==> src/pkg/lin_mode_pkg.sv <==
// constants, field layouts and state codes of the lin transceiver mode controller
//
// Summary of operation
// - exactly four states: off, wake, listen, active
// - listen and active only in normal power
// - low power keeps wake-capable state for wake-up
// - safety outputs force off unless shutdown disabled
// - off when wake disabled and mode 00, in normal or low power
// - off disables everything, receive pin held high
// - wake-capable whenever mode nonzero or wake enabled
// - wake-capable: only low-power receiver, receive pin high
// - wake event: long bus low then rising edge
// - wake low time between 30 and 150 us
// - wake to listen on mode 01, or on mode 1x when active is not entered
// - listen: normal receiver only, never transmits
// - to active on mode 1x with tx high
// - active: transmitter and normal receiver on
// - reduced slope in active when slope select is 10
// - thermal, timeout or short: back to listen
// - after timeout or short, transmitter re-enabled by tx rising edge or by going off
// - tx dominant timeout between 5.0 and 8.6 ms
// - short declared after 20 to 30 us
package lin_mode_pkg;

  ////////////////////////////////////////////////////////////////////////////////
  // timing
  localparam int unsigned CLK_PERIOD_NS = 50;  // 20 mhz bus clock
  localparam int unsigned WAKE_DOM_TIME_US = 80;  // nominal bus-low time for a wake
  localparam int unsigned WAKE_DOM_CYCLES =
    (WAKE_DOM_TIME_US * 1000 + CLK_PERIOD_NS - 1) / CLK_PERIOD_NS;
  localparam int unsigned TX_DOM_TIMEOUT_US = 7200;  // nominal tx dominant timeout
  localparam int unsigned TX_DOM_TIMEOUT_CYCLES =
    (TX_DOM_TIMEOUT_US * 1000) / CLK_PERIOD_NS;
  localparam int unsigned SHORT_DETECT_TIME_US = 25;  // nominal short detection time
  localparam int unsigned SHORT_DETECT_CYCLES =
    (SHORT_DETECT_TIME_US * 1000) / CLK_PERIOD_NS;

  ////////////////////////////////////////////////////////////////////////////////
  // register byte offsets
  localparam logic [7:0] ADDR_CTRL = 8'h00;  // mode, wake enable, failsafe, slope
  localparam logic [7:0] ADDR_STATUS = 8'h04;  // live state, read only
  localparam logic [7:0] ADDR_FLAGS = 8'h08;  // sticky events, write one to clear

  // control field positions
  localparam int unsigned CTRL_MODE_LSB = 0;  // two-bit mode setting
  localparam int unsigned CTRL_WAKE_EN_BIT = 2;  // wake capability enable
  localparam int unsigned CTRL_FS_DIS_BIT = 3;  // failsafe_shutdown_disable
  localparam int unsigned CTRL_SLOPE_LSB = 4;  // two-bit slope_select

  // status field positions
  localparam int unsigned STAT_STATE_LSB = 0;  // one-hot state, four bits
  localparam int unsigned STAT_TX_EN_BIT = 4;  // transmitter enabled
  localparam int unsigned STAT_TX_BLOCK_BIT = 5;  // waiting for tx rising edge
  localparam int unsigned STAT_FORCED_BIT = 6;  // safety outputs force off

  // flag positions
  localparam int unsigned FLAG_WAKE_BIT = 0;  // qualified bus wake-up
  localparam int unsigned FLAG_DOM_TO_BIT = 1;  // tx dominant timeout
  localparam int unsigned FLAG_SHORT_BIT = 2;  // bus short circuit
  localparam int unsigned FLAG_THERMAL_BIT = 3;  // thermal fallback

  // reset values and encodings
  localparam logic [1:0] MODE_RESET = 2'h0;  // off
  localparam logic [1:0] MODE_OFF = 2'h0;  // mode setting 00
  localparam logic [1:0] MODE_LISTEN = 2'h1;  // mode setting 01
  localparam logic [1:0] SLOPE_RESET = 2'h0;  // normal slope
  localparam logic [1:0] SLOPE_REDUCED = 2'h2;  // low emission slope
  localparam logic [3:0] FLAGS_RESET = 4'h0;  // no events

  // transceiver states, one-hot
  typedef enum logic [3:0] {
    ST_OFF = 4'h1,
    ST_WAKE = 4'h2,
    ST_LISTEN = 4'h4,
    ST_ACTIVE = 4'h8
  } lin_state_e;

endpackage

==> src/core/hold_timer.sv <==
// counter that reports a condition held for a given number of cycles
`timescale 1ns/1ns
module hold_timer #(
  parameter int unsigned LIMIT = 2  // cycles the condition must hold
) (
  // clock and reset
  input wire logic hclk,
  input wire logic hresetn,
  // condition and result
  input wire logic run,
  output logic done
);

  localparam int unsigned W = $clog2(LIMIT + 1);
  localparam logic [W-1:0] LIM = W'(LIMIT);

  typedef struct packed {
    logic [W-1:0] cnt;  // cycles held so far
  } hold_s;

  hold_s r;
  hold_s n;

  ////////////////////////////////////////////////////////////////////////////////
  // count while held, saturate at the limit, restart when the condition drops
  always_comb begin
    n = r;
    if (!run) begin
      n.cnt = '0;
    end else if (r.cnt != LIM) begin
      n.cnt = r.cnt + W'(1);
    end
  end

  always_ff @(posedge hclk or negedge hresetn) begin
    if (!hresetn) begin
      r <= '0;
    end else begin
      r <= n;
    end
  end

  // level while the hold time has been reached
  assign done = run && (r.cnt == LIM);

endmodule

==> src/core/rise_detect.sv <==
// one-cycle pulse on a rising edge of a synchronous input
`timescale 1ns/1ns
module rise_detect (
  // clock and reset
  input wire logic hclk,
  input wire logic hresetn,
  // level in, pulse out
  input wire logic d,
  output logic rise
);

  typedef struct packed {
    logic prev;  // level seen last cycle
  } edge_s;

  edge_s r;
  edge_s n;

  ////////////////////////////////////////////////////////////////////////////////
  // remember the previous level; resets high so a line idling high gives no edge
  always_comb begin
    n = r;
    n.prev = d;
  end

  always_ff @(posedge hclk or negedge hresetn) begin
    if (!hresetn) begin
      r <= '{prev: 1'b1};
    end else begin
      r <= n;
    end
  end

  assign rise = d && !r.prev;

endmodule

==> src/core/lin_transceiver_mode_control.sv <==
// lin transceiver mode controller with ahb-lite register access
//
// Our own choices: the AHB-Lite interface to the registers and the address map.
`timescale 1ns/1ns
module lin_transceiver_mode_control #(
  // tx dominant timeout in cycles, shorten for simulation
  parameter int unsigned DOM_TIMEOUT_CYCLES = lin_mode_pkg::TX_DOM_TIMEOUT_CYCLES
) (
  // clock and reset
  input wire logic hclk,
  input wire logic hresetn,
  // ahb-lite slave
  input wire logic hsel,
  input wire logic [31:0] haddr,
  input wire logic [1:0] htrans,
  input wire logic hwrite,
  input wire logic [2:0] hsize,
  input wire logic [31:0] hwdata,
  input wire logic hready,
  output logic hreadyout,
  output logic hresp,
  output logic [31:0] hrdata,
  // device power and safety state
  input wire logic device_normal,
  input wire logic reset_output,
  input wire logic safety_output_0,
  input wire logic limp_home_output,
  input wire logic thermal_shutdown,
  // microcontroller side pins
  input wire logic tx_in_pin,
  output logic rx_out_pin,
  // analog front end
  input wire logic bus_rx_level,
  input wire logic lp_rx_level,
  input wire logic bus_short_fault,
  output logic tx_driver_en,
  output logic bus_tx_level,
  output logic normal_rx_en,
  output logic lp_rx_en,
  output logic slope_reduced,
  // events
  output logic wake_event
);

  ////////////////////////////////////////////////////////////////////////////////
  // state of the block

  typedef struct packed {
    lin_mode_pkg::lin_state_e state;  // transceiver state
    logic [1:0] mode;  // software mode setting
    logic wake_en;  // wake capability enable
    logic fs_dis;  // failsafe_shutdown_disable
    logic [1:0] slope;  // slope_select
    logic [3:0] flags;  // sticky event flags
    logic armed;  // bus low long enough, waiting for release
    logic tx_block;  // transmitter held off until tx rising edge
    logic wr_pend;  // write data phase pending
    logic [7:0] waddr;  // address of pending write
    logic [31:0] rdata;  // read data for the data phase
    logic rx_out;  // level on rx_out_pin
    logic tx_en;  // transmitter enable
    logic tx_lvl;  // level sent to the bus driver
    logic nrx_en;  // normal receiver enable
    logic lprx_en;  // low-power receiver enable
    logic slope_lo;  // reduced slope active
    logic wake_pulse;  // wake event pulse
  } ctl_s;

  localparam ctl_s CTL_RESET = '{
    state: lin_mode_pkg::ST_OFF,
    mode: lin_mode_pkg::MODE_RESET,
    wake_en: 1'b0,
    fs_dis: 1'b0,
    slope: lin_mode_pkg::SLOPE_RESET,
    flags: lin_mode_pkg::FLAGS_RESET,
    armed: 1'b0,
    tx_block: 1'b0,
    wr_pend: 1'b0,
    waddr: 8'h00,
    rdata: 32'h0000_0000,
    rx_out: 1'b1,
    tx_en: 1'b0,
    tx_lvl: 1'b1,
    nrx_en: 1'b0,
    lprx_en: 1'b0,
    slope_lo: 1'b0,
    wake_pulse: 1'b0
  };

  ctl_s r;  // registered state
  ctl_s n;  // next state

  ////////////////////////////////////////////////////////////////////////////////
  // timers and edge detectors

  logic wake_low_done;  // bus held low for the wake time
  logic dom_to_done;  // tx held dominant too long
  logic short_done;  // short condition held long enough
  logic lp_rise;  // bus released on low-power receiver
  logic tx_rise;  // rising edge on tx_in_pin

  // bus low qualification for a wake-up, only while wake-capable
  hold_timer #(
    .LIMIT(lin_mode_pkg::WAKE_DOM_CYCLES)
  ) u_wake_timer (
    .hclk(hclk),
    .hresetn(hresetn),
    .run((r.state == lin_mode_pkg::ST_WAKE) && !lp_rx_level),
    .done(wake_low_done)
  );

  // transmit dominant timeout, only while active
  hold_timer #(
    .LIMIT(DOM_TIMEOUT_CYCLES)
  ) u_dom_timer (
    .hclk(hclk),
    .hresetn(hresetn),
    .run((r.state == lin_mode_pkg::ST_ACTIVE) && !tx_in_pin),
    .done(dom_to_done)
  );

  // short circuit filter, only while active
  hold_timer #(
    .LIMIT(lin_mode_pkg::SHORT_DETECT_CYCLES)
  ) u_short_timer (
    .hclk(hclk),
    .hresetn(hresetn),
    .run((r.state == lin_mode_pkg::ST_ACTIVE) && bus_short_fault),
    .done(short_done)
  );

  // release of the bus after a long low
  rise_detect u_lp_rise (
    .hclk(hclk),
    .hresetn(hresetn),
    .d(lp_rx_level),
    .rise(lp_rise)
  );

  // host edge that re-arms the transmitter
  rise_detect u_tx_rise (
    .hclk(hclk),
    .hresetn(hresetn),
    .d(tx_in_pin),
    .rise(tx_rise)
  );

  ////////////////////////////////////////////////////////////////////////////////
  // decoded conditions

  logic forced_off;  // safety outputs hold the transceiver off
  logic want_wake;  // transceiver must be at least wake-capable
  logic go_active;  // conditions to enter active
  logic go_listen;  // conditions to sit in listen-only
  logic fault_hit;  // fallback cause while active
  logic addr_valid;  // ahb address phase taken
  logic wake_hit;  // qualified wake-up this cycle

  // safety outputs force off unless software disabled that
  assign forced_off = !r.fs_dis && (reset_output || safety_output_0 || limp_home_output);
  // nonzero mode or wake enable keeps the transceiver wake-capable
  assign want_wake = (r.mode != lin_mode_pkg::MODE_OFF) || r.wake_en;
  // mode 1x with tx recessive, and no pending fault lockout
  assign go_active = r.mode[1] && tx_in_pin && !r.tx_block && !thermal_shutdown;
  // mode 01, or mode 1x with tx dominant
  assign go_listen = (r.mode == lin_mode_pkg::MODE_LISTEN) || (r.mode[1] && !tx_in_pin);
  // any fault that causes a fall back from active
  assign fault_hit = thermal_shutdown || dom_to_done || short_done;
  // only nonseq or seq transfers with the bus ready are taken
  assign addr_valid = hsel && htrans[1] && hready;
  // long low followed by a rising edge
  assign wake_hit = r.armed && lp_rise && (r.state == lin_mode_pkg::ST_WAKE);

  ////////////////////////////////////////////////////////////////////////////////
  // next-state logic

  always_comb begin
    n = r;
    n.wake_pulse = 1'b0;

    // transceiver state selection, one of four states only
    if (forced_off || !want_wake) begin
      // safety shutdown or nothing enabled
      n.state = lin_mode_pkg::ST_OFF;
    end else if (!device_normal) begin
      // low power keeps only wake capability
      n.state = lin_mode_pkg::ST_WAKE;
    end else begin
      case (r.state)
        lin_mode_pkg::ST_OFF: begin
          // powering up always passes through wake-capable
          n.state = lin_mode_pkg::ST_WAKE;
        end
        lin_mode_pkg::ST_WAKE: begin
          if (go_active) begin
            n.state = lin_mode_pkg::ST_ACTIVE;
          end else if (go_listen || r.mode[1]) begin
            n.state = lin_mode_pkg::ST_LISTEN;
          end
        end
        lin_mode_pkg::ST_LISTEN: begin
          if (r.mode == lin_mode_pkg::MODE_OFF) begin
            // wake enable alone, drop back to wake-capable
            n.state = lin_mode_pkg::ST_WAKE;
          end else if (go_active) begin
            n.state = lin_mode_pkg::ST_ACTIVE;
          end
        end
        lin_mode_pkg::ST_ACTIVE: begin
          if (r.mode == lin_mode_pkg::MODE_OFF) begin
            n.state = lin_mode_pkg::ST_WAKE;
          end else if (fault_hit || r.mode == lin_mode_pkg::MODE_LISTEN) begin
            // fall back and stop transmitting
            n.state = lin_mode_pkg::ST_LISTEN;
          end
        end
        default: begin
          n.state = lin_mode_pkg::ST_OFF;
        end
      endcase
    end

    // transmitter lockout after timeout or short, released by tx rising edge
    if (r.state == lin_mode_pkg::ST_ACTIVE && (dom_to_done || short_done)) begin
      n.tx_block = 1'b1;
    end else if (tx_rise || n.state == lin_mode_pkg::ST_OFF) begin
      n.tx_block = 1'b0;
    end

    // wake qualification: arm on a long low, fire on the release
    if (r.state != lin_mode_pkg::ST_WAKE || wake_hit) begin
      n.armed = 1'b0;
    end else if (wake_low_done) begin
      n.armed = 1'b1;
    end
    n.wake_pulse = wake_hit;

    // ahb data phase: register writes
    if (r.wr_pend) begin
      case (r.waddr)
        lin_mode_pkg::ADDR_CTRL: begin
          n.mode = hwdata[lin_mode_pkg::CTRL_MODE_LSB +: 2];
          n.wake_en = hwdata[lin_mode_pkg::CTRL_WAKE_EN_BIT];
          n.fs_dis = hwdata[lin_mode_pkg::CTRL_FS_DIS_BIT];
          n.slope = hwdata[lin_mode_pkg::CTRL_SLOPE_LSB +: 2];
        end
        lin_mode_pkg::ADDR_FLAGS: begin
          // write one to clear
          n.flags = r.flags & ~hwdata[3:0];
        end
        default: begin
          // status and unmapped writes are ignored
          n.flags = r.flags;
        end
      endcase
    end

    // event capture after the clear, so a new event is never lost
    if (wake_hit) begin
      n.flags[lin_mode_pkg::FLAG_WAKE_BIT] = 1'b1;
    end
    if (r.state == lin_mode_pkg::ST_ACTIVE && dom_to_done) begin
      n.flags[lin_mode_pkg::FLAG_DOM_TO_BIT] = 1'b1;
    end
    if (r.state == lin_mode_pkg::ST_ACTIVE && short_done) begin
      n.flags[lin_mode_pkg::FLAG_SHORT_BIT] = 1'b1;
    end
    if (r.state == lin_mode_pkg::ST_ACTIVE && thermal_shutdown) begin
      n.flags[lin_mode_pkg::FLAG_THERMAL_BIT] = 1'b1;
    end

    // ahb address phase: latch writes, fetch read data
    n.wr_pend = addr_valid && hwrite;
    n.waddr = haddr[7:0];
    n.rdata = 32'h0000_0000;
    if (addr_valid && !hwrite) begin
      case (haddr[7:0])
        lin_mode_pkg::ADDR_CTRL: begin
          n.rdata[lin_mode_pkg::CTRL_MODE_LSB +: 2] = r.mode;
          n.rdata[lin_mode_pkg::CTRL_WAKE_EN_BIT] = r.wake_en;
          n.rdata[lin_mode_pkg::CTRL_FS_DIS_BIT] = r.fs_dis;
          n.rdata[lin_mode_pkg::CTRL_SLOPE_LSB +: 2] = r.slope;
        end
        lin_mode_pkg::ADDR_STATUS: begin
          n.rdata[lin_mode_pkg::STAT_STATE_LSB +: 4] = r.state;
          n.rdata[lin_mode_pkg::STAT_TX_EN_BIT] = r.tx_en;
          n.rdata[lin_mode_pkg::STAT_TX_BLOCK_BIT] = r.tx_block;
          n.rdata[lin_mode_pkg::STAT_FORCED_BIT] = forced_off;
        end
        lin_mode_pkg::ADDR_FLAGS: begin
          n.rdata[3:0] = r.flags;
        end
        default: begin
          // unmapped reads return zero
          n.rdata = 32'h0000_0000;
        end
      endcase
    end

    // front-end controls follow the next state
    case (n.state)
      lin_mode_pkg::ST_OFF: begin
        // everything off, receive pin high
        n.tx_en = 1'b0;
        n.nrx_en = 1'b0;
        n.lprx_en = 1'b0;
        n.rx_out = 1'b1;
      end
      lin_mode_pkg::ST_WAKE: begin
        // only the wake receiver listens
        n.tx_en = 1'b0;
        n.nrx_en = 1'b0;
        n.lprx_en = 1'b1;
        n.rx_out = 1'b1;
      end
      lin_mode_pkg::ST_LISTEN: begin
        // receive only, tx is never passed on
        n.tx_en = 1'b0;
        n.nrx_en = 1'b1;
        n.lprx_en = 1'b0;
        n.rx_out = bus_rx_level;
      end
      lin_mode_pkg::ST_ACTIVE: begin
        // full transceiver
        n.tx_en = 1'b1;
        n.nrx_en = 1'b1;
        n.lprx_en = 1'b0;
        n.rx_out = bus_rx_level;
      end
      default: begin
        n.tx_en = 1'b0;
        n.nrx_en = 1'b0;
        n.lprx_en = 1'b0;
        n.rx_out = 1'b1;
      end
    endcase
    // bus driver follows tx only while transmitting, recessive otherwise
    n.tx_lvl = n.tx_en ? tx_in_pin : 1'b1;
    // reduced emission slope only in active
    n.slope_lo = n.tx_en && (r.slope == lin_mode_pkg::SLOPE_REDUCED);
  end

  ////////////////////////////////////////////////////////////////////////////////
  // state register

  always_ff @(posedge hclk or negedge hresetn) begin
    if (!hresetn) begin
      r <= CTL_RESET;
    end else begin
      r <= n;
    end
  end

  ////////////////////////////////////////////////////////////////////////////////
  // outputs

  // zero wait states, always okay
  assign hreadyout = 1'b1;
  assign hresp = 1'b0;
  assign hrdata = r.rdata;

  // pins and front end
  assign rx_out_pin = r.rx_out;
  assign tx_driver_en = r.tx_en;
  assign bus_tx_level = r.tx_lvl;
  assign normal_rx_en = r.nrx_en;
  assign lp_rx_en = r.lprx_en;
  assign slope_reduced = r.slope_lo;
  assign wake_event = r.wake_pulse;

endmodule

==> config.mk <==
export PLATFORM = sky130hd
export DESIGN_NAME = lin_transceiver_mode_control
export DESIGN_NICKNAME = d
export VERILOG_FILES = /design/src/pkg/lin_mode_pkg.sv /design/src/core/hold_timer.sv /design/src/core/rise_detect.sv /design/src/core/lin_transceiver_mode_control.sv
export SDC_FILE = /design/constraint.sdc
export NUM_CORES = 1
export LEC_CHECK = 0
export ABC_AREA = 1
export BUFFER_PORTS_ARGS = -buffer_cell sky130_fd_sc_hd__buf_2
export CAP_MARGIN = 20
export CORE_ASPECT_RATIO = 1.5
export CORE_UTILIZATION = 57
export CTS_CLUSTER_DIAMETER = 200
export CTS_CLUSTER_SIZE = 28
export DETAILED_ROUTE_END_ITERATION = 8
export GPL_TIMING_DRIVEN = 0
export PLACE_DENSITY = 0.93
export RECOVER_POWER = 25
export SLEW_MARGIN = 20
export SYNTH_ARGS = -nofsm -noshare
export SYNTH_HDL_FRONTEND = slang
export SYNTH_HIERARCHICAL = 1
export SYNTH_SLANG_ARGS = --single-unit
==> constraint.sdc <==
create_clock -name hclk -period 5.9 [get_ports hclk]
set_clock_uncertainty 0.15 [all_clocks]
set_input_delay 1.18 -clock hclk [delete_from_list [all_inputs] [get_ports hclk]]
set_output_delay 1.18 -clock hclk [all_outputs]
set_load 0.01 [all_outputs]
==> key figures, run 1 <==
Floorplan
  – Core area: 7710 sq um
  – Initial Util: 59.3%
  – Io pins: 124
  – Placement row count: 39
  – Die height: 112 microns
  – Chip width: 75.1 microns
  – Die area: 8390 sq um

Cells and area
  – P&R area growth vs syn: 16.1%
  – Finished Layout Cells: 784
  – Share of cells above drive strength 1: 20.8%
  – Final Cell Area: 5310 sq um
  – Fillers: 587
  – Most common cell after layout, fill and taps aside: nand2_1
  – Highest-count cells in the layout ignoring fill and taps: nand2_1, nor2_1, inv_1, dfrtp_1, nand3_1
  – # nets final: 766
  – Final Util: 68.8%
  – Ant diodes: 0

Yosys
  – Yosys cell types: 38
  – Post-synth top flop: dfrtp_1
  – Post-synth EDFFs: 0
  – Post-synthesis cell count: 598
  – Synth Area per Inst: 7.64 sq um
  – Sequential-to-total area share from yosys stat: 43.4%
  – Synth warnings: 6
  – Post-Synthesis Cell Area: 4570 sq um
  – Async set-reset flop share out of synthesis: 100%
  – Flop and latch count out of synthesis: 79

Pwr
  – Reg power frac: 47.6%
  – Part of the power in the clock network: 45.3%
  – Pwr Total: 1.17 mW
  – Power per cell area: 221 nW/um^2
  – Leakage power: 2.62 nW
  – Internal: 0.905 mW
  – Worst-case vdd ir drop: 0.180 mV
  – Sw Share: 22.8%
  – Net switching power: 0.267 mW
  – Combinational share of power: 7.1%

Setup path
  – Worst Path Max Fanout: 7
  – CP max stage cell: nor2_1
  – Delay-heaviest family, CP: simple AND/OR/NAND/NOR gates
  – Critical-path cell list: clkbuf_1 > nor2_1 > inv_1 > nor2_1 > nor2_1 > nand2_1 > nor2_1 > nand4_1 > nand3_2 > nand2_2 > inv_1
  – Most used cell, CP: nor2_1
  – WP buf/inv: 3
  – Worst Path Required: 5.97 ns
  – Startpoint types: input pin
  – WP data arrival: 2.67 ns
  – Crit path kind: input pin to flop
  – Crit end category: flop
  – Crit path largest cell delay: 0.37 ns

Clock tree
  – Max clock buf depth: 2
  – Clock Latency Late Sink: 0.34 ns
  – CTS tree: yes
  – CTS buffer count: 9
  – H-tree depth: 3
  – Post-CTS Setup Bufs: 0
  – Hold buffers post-CTS: 0
  – Cts repair resizes: 0
  – Clk sinks: 79
  – Clock slew seen by the registers of the worst setup and hold paths: 0.06 ns
  – Root Buffer: clkbuf_16

Placed design
  – Placed cell count: 768
  – Post-DP HPWL: 7.23 mm
  – DP Area: 5030 sq um
  – RePlAce Congestion: 0.876
  – Number of port buffers: 42

Drt
  – DR vias: 3975
  – Initial drt markers: 242
  – Final ANT Viol Nets: 0
  – Routed length per placed instance: 12.4 microns
  – Total length of routed wires: 9.69 mm
  – 1st-pass router iterations: 5
  – DRC Markers: 0
  – Vias per cell: 5.07

Timing
  – # setup viols final: 0
  – Fmax: 384 MHz
  – Final setup TNS: 0 ns
  – Max-slew headroom: 17.8%
  – Crit share post-route: 44.1%
  – Final hold violation count: 0
  – RSZ-0062 raised after global routing: no
  – Worst-margin pin slew: 1.23 ns
  – Slew Viols, Final: 0
  – Fin crit period: 2.60 ns

Global route
  – First-pass GRT wire length: 16.3 mm
  – Total GRT Usage: 25.7%
  – GRT overflow: 0
  – Initial antenna violation count: 0
  – Vias in the first global route: 3847
  – Largest net degree at the start of global routing: 60

Hold path
  – Hold Crit Class: flop to flop

Status
  – Status: finished clean

Job
  – Max-cap violations: 0
[worst paths after layout]
path	start	endpoint	slack [ns]	cells past startpoint
min reg2reg	r[53]	r[53]	0.33	2
min in group asynchronous	hresetn	r[42]	0.94	1
max in group asynchronous	hresetn	rx_out_pin	3.74	2
max	tx_in_pin	tx_driver_en	3.30	11
min	r[53]	r[53]	0.33	2
max reg2reg	r[62]	tx_driver_en	3.32	14
[kinds of logic (layout without fill, tap and decap cells)]
family          count (synthesis)  after routing  share of synthesized area, %
simple gates                  340            340                          35.5
compound gates                 47             47                          5.72
buf+inv                       121            180                          13.0
xor+xnor                        3              3                         0.575
fa+ha+maj                       6              6                          1.64
other cells                     2             27                         0.164
flops                          79             79                          43.4
[final cells by class]
class | instances | area [sq um] | area share, %
Multi-Input combinational cell | 423 | 2090 | 39.4
Clock buffer | 14 | 274 | 5.17
Timing Repair Buffer | 43 | 225 | 4.25
Sequential cell | 79 | 1980 | 37.4
Buffer | 37 | 278 | 5.24
Clock inverter | 2 | 13.8 | 0.259
Inverter | 84 | 315 | 5.94
Tap cell | 102 | 128 | 2.41
[flip-flops by register name (all words and copies together), names as in the netlist, 7 cells and up]
signal / flops
r: 25
u_dom_timer/r: 18
u_wake_timer/r: 11
u_short_timer/r: 9
hrdata: 7
[Yosys cell counts (2+ instances only)]
library cell / instances / share of area (%)
a21oi_1: 22 / 2.4
nand3_2: 9 / 2.0
nand2_1: 128 / 11
o211ai_1: 2 / 0.33
nor3_1: 3 / 0.33
nand4_1: 13 / 1.8
nand2_2: 9 / 1.2
inv_2: 4 / 0.33
xor2_1: 3 / 0.57
nor3_4: 3 / 1.1
o21ai_0: 16 / 1.8
dfstp_2: 5 / 2.9
dfrtp_1: 74 / 41
inv_1: 80 / 6.6
ha_1: 6 / 1.6
buf_4: 34 / 5.6
nor2_1: 93 / 7.6
and2_1: 3 / 0.41
nor2_2: 15 / 2.1
o21ai_2: 2 / 0.38
conb_1: 2 / 0.16
nand3b_1: 3 / 0.49
o21ai_1: 2 / 0.22
nand3_1: 50 / 5.5
nor2_4: 4 / 0.99
[power by group through the flow]
stage,clock (mW),combinational (mW),sequential (mW)
floorplan,0,0.0506,0.567
global placement,0,0.0801,0.567
detailed placement,0,0.0844,0.568
CTS,0.543,0.0847,0.558
global route,0.564,0.0943,0.559
finish,0.530,0.0833,0.558
[metrics by stage]
step,worst slack (ns),hold WS (ns)
after floorplan,3.53,0.292
after global placement,2.98,0.307
after detailed placement,3.05,0.308
after CTS,3.36,0.322
after global routing,3.05,0.360
final,3.30,0.328
[worst register-to-register path, delay by kind of cell, from the launching register on]
| kind | cells | cell delay [ns] |
|---|---|---|
| buffers and inverters | 4 | 0.50 |
| flip-flops | 1 | 0.44 |
| AND/OR/NAND/NOR | 10 | 1.38 |
[metal layers]
layer  vias to the layer above  wire length [microns]  global-route usage, %
met4                         0                    403                   16.2
met1                      1841                   3640                   27.3
li1                       1977                      -                      -
met2                       125                   5290                   45.5
met3                        32                    364                   3.53
met5                         -                      0                      0
No activity file was read; power rests on OpenSTA's default activity.
==> inputs of run 2 (changes only) <==
--- a/config.mk
+++ b/config.mk
@@ -9,12 +9,12 @@
 export BUFFER_PORTS_ARGS = -buffer_cell sky130_fd_sc_hd__buf_2
 export CAP_MARGIN = 20
 export CORE_ASPECT_RATIO = 1.5
-export CORE_UTILIZATION = 57
+export CORE_UTILIZATION = 53
 export CTS_CLUSTER_DIAMETER = 200
 export CTS_CLUSTER_SIZE = 28
 export DETAILED_ROUTE_END_ITERATION = 8
 export GPL_TIMING_DRIVEN = 0
-export PLACE_DENSITY = 0.93
+export PLACE_DENSITY = 0.88
 export RECOVER_POWER = 25
 export SLEW_MARGIN = 20
 export SYNTH_ARGS = -nofsm -noshare
==> constraint.sdc (replaced) <==
create_clock -name hclk -period 2.4 [get_ports hclk]
set_clock_uncertainty 0.15 [all_clocks]
set_input_delay 0.48 -clock hclk [delete_from_list [all_inputs] [get_ports hclk]]
set_output_delay 0.48 -clock hclk [all_outputs]
set_load 0.01 [all_outputs]
==> key figures, run 2 (synthesis gave the netlist of run 1 again) <==
Cells and area
  – Max FFs per register: 25 (unchanged)
  – P&R area growth vs syn: 16.9%
  – Footprint of the multi-input gates: 2110 sq um (+0.84%)
  – Register area: 1980 sq um (unchanged)
  – Top flop regs: r (25), u_dom_timer/r (18), u_wake_timer/r (11)
  – Finished Layout Cells: 789 (+0.64%)
  – # nets final: 766 (unchanged)
  – Fillers: 737 (+26%)
  – Ant diodes: 0 (unchanged)
  – Most common cell after layout, fill and taps aside: nand2_1
  – Share of cells above drive strength 1: 21.8% (+1.0 points)
  – Top reg by flops: r
  – Highest-count cells in the layout ignoring fill and taps: nand2_1, nor2_1, inv_1, dfrtp_1, nand3_1

Placed design
  – Placed cell count: 773 (+0.65%)
  – Worst slack at placement: -0.143 ns (-3.19 ns)
  – RePlAce Congestion: 0.873 (-0.29%)
  – Post-DP HPWL: 7.58 mm (+4.8%)
  – Number of port buffers: 42 (unchanged)

Timing
  – Worst-margin pin slew: 1.12 ns (-0.112 ns)
  – # setup viols final: 0 (unchanged)
  – Setup slack after layout: 0.191 ns (-3.11 ns)
  – Final setup TNS: 0 ns (unchanged)
  – Fin crit period: 2.21 ns
  – Final hold violation count: 0 (unchanged)
  – Crit share post-route: 92.0%
  – Fmax: 453 MHz
  – RSZ-0062 raised after global routing: no
  – Slew Viols, Final: 0 (unchanged)
  – Max-slew headroom: 25.2% (+7.4 points)
  – Worst hold slack: 0.104 ns (-0.223 ns)

Job
  – Max-cap violations: 0 (unchanged)

Floorplan
  – Placement row count: 41 (+5.1%)
  – Die area: 9010 sq um (+7.4%)
  – Chip width: 77.8 microns (+3.6%)
  – Die height: 116 microns (+3.6%)
  – Core area: 8410 sq um (+9.1%)
  – Io pins: 124 (unchanged)
  – Initial Util: 54.3% (-5.0 points)

Clock tree
  – Root Buffer: clkbuf_16
  – Clock Latency Late Sink: 0.34 ns (about the same)
  – CTS tree: yes
  – Max clock buf depth: 2 (unchanged)
  – Clock slew seen by the registers of the worst setup and hold paths: 0.06 ns (about the same)
  – Post-CTS Setup Bufs: 0 (unchanged)
  – Cts repair resizes: 2 (+2)
  – CTS buffer count: 9 (unchanged)
  – Clk sinks: 79 (unchanged)
  – Hold buffers post-CTS: 0 (unchanged)
  – H-tree depth: 3 (unchanged)

Drt
  – Vias per cell: 5.08 (+0.19%)
  – DR vias: 4008 (+0.83%)
  – Routed length per placed instance: 12.6 microns (+1.6%)
  – Initial drt markers: 291 (+20%)
  – Final ANT Viol Nets: 0 (unchanged)
  – 1st-pass router iterations: 5 (unchanged)
  – Total length of routed wires: 9.91 mm (+2.2%)
  – DRC Markers: 0 (unchanged)

Global route
  – Total GRT Usage: 24.5% (-1.2 points)
  – Largest net degree at the start of global routing: 45 (-25%)
  – GRT overflow: 0 (unchanged)
  – First-pass GRT wire length: 17.2 mm (+5.3%)
  – Vias in the first global route: 3920 (+1.9%)
  – Initial antenna violation count: 0 (unchanged)

Status
  – Status: finished clean

Setup path
  – Startpoint types: flop
  – Worst Path Max Fanout: 7 (unchanged)
  – Worst Path Required: 2.48 ns (-3.49 ns)
  – WP data arrival: 2.28 ns (-0.39 ns)
  – Crit end category: flop
  – CP startpoint: r[62]
  – Crit path kind: flop to flop
  – Worst R2R Start: r[62]

Pwr
  – Worst-case vdd ir drop: 0.390 mV (+120%)
  – Power per cell area: 559 nW/um^2 (+150%)
  – Leakage power: 2.64 nW (+0.51%)

Hold path
  – Hold Path Origin: lp_rx_level
  – Hold Crit Class: input pin to flop
[run 2: cell count changes in the layout (fill, tap and decap cells not counted)]
cell	previous run	this run
inv_1	80	79
nor2_2	15	16
buf_2	33	34
bufinv_16	0	1
clkbuf_8	4	3
clkbuf_2	0	1
buf_16	1	0
nor2_4	4	6
inv_6	0	1
nor2_1	93	90
inv_2	4	5
buf_12	0	1
clkbuf_1	13	10
[run 2: cell type report]
cell class	count	share of cell area, %
Inverter	84	5.90
Timing Repair Buffer	43	4.12
Buffer	37	5.20
Clock buffer	12	4.80
Sequential cell	79	37.1
Tap cell	107	2.50
Multi-Input combinational cell	423	39.4
Clock inverter	4	0.983
[run 2: per-stage QoR]
stage / power, mW / util (%) / instance area [sq um]
6_report: 2.99 / 63.5 / 5350
5_1_grt: 3.09 / 63.5 / 5350
4_1_cts: 3.00 / 63.6 / 5350
3_5_place_dp: 1.60 / 59.8 / 5030
3_3_place_gp: 1.59 / 59.5 / 5010
2_1_floorplan: 1.52 / - / 4660
[run 2: final timing paths]
kind,end,slack (ns),cells past startpoint
setup reg to reg,r[63],0.19,14
setup / recovery,r[63],0.19,14
min in group asynchronous,r[45],0.20,1
max in group asynchronous,rx_out_pin,1.09,2
hold reg to reg,r[53],0.32,2
hold / removal,u_lp_rise/r,0.10,1
[run 2: where the power goes]
| group | internal, mW | switching (mW) | total (mW) |
|---|---|---|---|
| Sequential | 1.36 | 0.0148 | 1.37 |
| Clock | 0.866 | 0.540 | 1.41 |
| Combinational | 0.0791 | 0.128 | 0.207 |
| Total | 2.30 | 0.683 | 2.99 |
[run 2: worst max-delay path, stage by stage (launching register included)]
cell and delay (ns):
dfrtp_1 0.44, inv_2 0.09, nand2_1 0.09, nor2_4 0.20, inv_1 0.13, nor2_1 0.22
nand3_1 0.15, inv_1 0.11, inv_1 0.05, nand2_1 0.08, nor2_2 0.05, nand4_1 0.08
nand3_2 0.08, nand2_2 0.12, inv_1 0.05
[run 2: per-layer routing]
| layer | track usage, % | routed length [microns] | up-vias |
|---|---|---|---|
| li1 | - | - | 1971 |
| met1 | 25.5 | 3650 | 1900 |
| met2 | 46.0 | 5510 | 111 |
| met3 | 4.65 | 439 | 26 |
| met4 | 13.5 | 312 | 0 |
| met5 | 0 | 0 | - |
==> inputs of run 3 (changes only) <==
--- a/config.mk
+++ b/config.mk
@@ -8,12 +8,13 @@
 export ABC_AREA = 1
 export BUFFER_PORTS_ARGS = -buffer_cell sky130_fd_sc_hd__buf_2
 export CAP_MARGIN = 20
-export CORE_ASPECT_RATIO = 1.5
+export CORE_ASPECT_RATIO = 0.8
 export CORE_UTILIZATION = 53
 export CTS_CLUSTER_DIAMETER = 200
 export CTS_CLUSTER_SIZE = 28
 export DETAILED_ROUTE_END_ITERATION = 8
 export GPL_TIMING_DRIVEN = 0
+export HOLD_SLACK_MARGIN = 0.02
 export PLACE_DENSITY = 0.88
 export RECOVER_POWER = 25
 export SLEW_MARGIN = 20
==> key figures, run 3 (synthesis gave the netlist of run 1 again) <==
Drt
  – DR vias: 3919 (-2.2%)
  – Initial drt markers: 217 (-25%)
  – Routed length per placed instance: 11.9 microns (-5.3%)
  – Vias per cell: 4.95 (-2.5%)
  – Total length of routed wires: 9.41 mm (-5.1%)
  – 1st-pass router iterations: 4 (-1)
  – Final ANT Viol Nets: 0 (unchanged)
  – DRC Markers: 0 (unchanged)

Timing
  – Worst-margin pin slew: 0.876 ns (-0.245 ns)
  – Final setup TNS: 0 ns (unchanged)
  – Fin crit period: 2.23 ns (+0.0192 ns)
  – # setup viols final: 0 (unchanged)
  – Final hold violation count: 0 (unchanged)
  – Crit share post-route: 92.8% (+0.80 points)
  – RSZ-0062 raised after global routing: no
  – Slew Viols, Final: 0 (unchanged)
  – Fmax: 449 MHz (-0.86%)
  – Max-slew headroom: 41.6% (+16 points)

Setup path
  – Crit path kind: flop to flop
  – WP buf/inv: 3 (-2)
  – Reg2Reg Setup Slack: 0.17 ns (-0.02 ns)
  – Crit end category: flop
  – Delay-heaviest family, CP: simple AND/OR/NAND/NOR gates
  – CP max stage cell: dfstp_2
  – WP data arrival: 2.37 ns (+0.09 ns)
  – Worst Path Max Fanout: 7 (unchanged)
  – Crit path largest cell delay: 0.56 ns (+0.12 ns)
  – Startpoint types: flop
  – Worst Path Required: 2.54 ns (+0.06 ns)
  – Critical-path cell list: inv_1 > nand2_2 > nor2_4 > inv_1 > nor2_4 > inv_2 > nor2_2 > nor2_1 > nand2_1 > nor2_1 > nand4_1 > nand3_2 > nand2_2 > nor2_2

Global route
  – Total GRT Usage: 23.1% (-1.4 points)
  – Largest net degree at the start of global routing: 47 (+4.4%)
  – Global-route met1 utilization: 28.2% (+2.7 points)
  – Initial antenna violation count: 0 (unchanged)
  – First-pass GRT wire length: 16.4 mm (-4.6%)
  – GRT overflow: 0 (unchanged)
  – GR Util met3: 6.76% (+2.1 points)
  – Vias in the first global route: 3762 (-4.0%)
  – M2 GR Usage: 39.7% (-6.3 points)
  – Global route hottest layer: met2

Hold path
  – Hold Crit Class: input pin to flop

Placed design
  – Placed cell count: 774 (+0.13%)
  – RePlAce Congestion: 0.924 (+5.8%)
  – Number of port buffers: 42 (unchanged)
  – Post-DP HPWL: 7.32 mm (-3.4%)

Cells and area
  – # nets final: 767 (+0.13%)
  – Ant diodes: 0 (unchanged)
  – Fillers: 695 (-5.7%)
  – P&R area growth vs syn: 14.7%
  – Finished Layout Cells: 791 (+0.25%)
  – Max FFs per register: 25 (unchanged)
  – Top reg by flops: r
  – Share of cells above drive strength 1: 21.5% (-0.32 points)
  – Top flop regs: r (25), u_dom_timer/r (18), u_wake_timer/r (11)
  – Highest-count cells in the layout ignoring fill and taps: nand2_1, nor2_1, inv_1, dfrtp_1, nand3_1
  – Most common cell after layout, fill and taps aside: nand2_1

Floorplan
  – Core area: 8130 sq um (-3.4%)
  – Die height: 85.1 microns (-27%)
  – Chip width: 106 microns (+36%)
  – Die area: 9000 sq um (about the same)
  – Io pins: 124 (unchanged)
  – Initial Util: 56.2% (+1.9 points)
  – Placement row count: 29 (-29%)

Clock tree
  – Max clock buf depth: 2 (unchanged)
  – Root Buffer: clkbuf_8
  – Clock Latency Late Sink: 0.36 ns (+0.02 ns)
  – Clock slew seen by the registers of the worst setup and hold paths: 0.08 ns (+0.02 ns)
  – H-tree depth: 3 (unchanged)
  – Post-CTS Setup Bufs: 0 (unchanged)
  – CTS tree: yes
  – Clk sinks: 79 (unchanged)
  – CTS buffer count: 9 (unchanged)

Pwr
  – Worst-case vdd ir drop: 0.417 mV (+6.7%)
  – Leakage power: 2.58 nW (-2.1%)
  – Power per cell area: 484 nW/um^2 (-13%)

Status
  – Status: finished clean

Job
  – Max-cap violations: 0 (unchanged)
## run 3: cell count changes in the layout (fill, tap and decap cells not counted), sizes merged
cell and change:
dlygate4sd3 +1, clkbuf -1, clkinvlp +2, clkinv -1
## run 3: path summary, 6_finish.rpt
check / from / to / cells past startpoint
setup / recovery: r[60] / slope_reduced / 14
max in group asynchronous: hresetn / u_tx_rise/r / 3
min in group asynchronous: hresetn / u_wake_timer/r[3] / 2
hold reg to reg: r[52] / r[52] / 2
setup reg to reg: r[60] / slope_reduced / 14
hold / removal: lp_rx_level / u_lp_rise/r / 1
## run 3: area by class of cell
cell class                 instances  area, sq um  share of cell area, %
clock buffer                      11          131                   2.51
tap                              108          135                   2.58
inverter                          84          315                   6.01
multi-input combinational        423         2100                   40.1
buffer                            37          278                   5.30
sequential                        79         1980                   37.8
clock inverter                     5         58.8                   1.12
timing repair buffer              44          238                   4.53
## run 3: where the power goes
part	leakage (nW)	switching [mW]	total (mW)	internal [mW]
Sequential	1.04	0.0154	1.37	1.36
Clock	0.0899	0.476	0.959	0.483
Combinational	1.45	0.127	0.208	0.0813
Total	2.58	0.618	2.54	1.92
## run 3: stage by stage
stage               hold WS (ns)  worst slack [ns]  power, mW  cell area [sq um]  util (%)
floorplan                 0.0344             0.383       1.52               4660         -
global placement           0.323           -0.0498       1.59               5010      61.6
detailed placement         0.310            -0.154       1.60               5040      62.0
CTS                       0.0696            0.0477       2.56               5250      64.6
global route              0.0640            0.0119       2.65               5240      64.5
finish                    0.0859             0.172       2.54               5240      64.5
## run 3: what timing repair did
| item | 4_1_cts | 5_1_grt |
|---|---|---|
| resized for setup | 2 | 3 |
| setup endpoints to repair | 5 | 5 |
| hold buffers | 1 | 0 |
| endpoints found under the hold margin | 30 | 0 |
## run 3: per-layer routing
| layer | up-vias | share of wire, % | wire length (microns) |
|---|---|---|---|
| li1 | 1972 | - | - |
| met1 | 1842 | 44 | 4130 |
| met2 | 91 | 49 | 4640 |
| met3 | 14 | 5.5 | 521 |
| met4 | 0 | 1.2 | 114 |
| met5 | - | 0 | 0 |
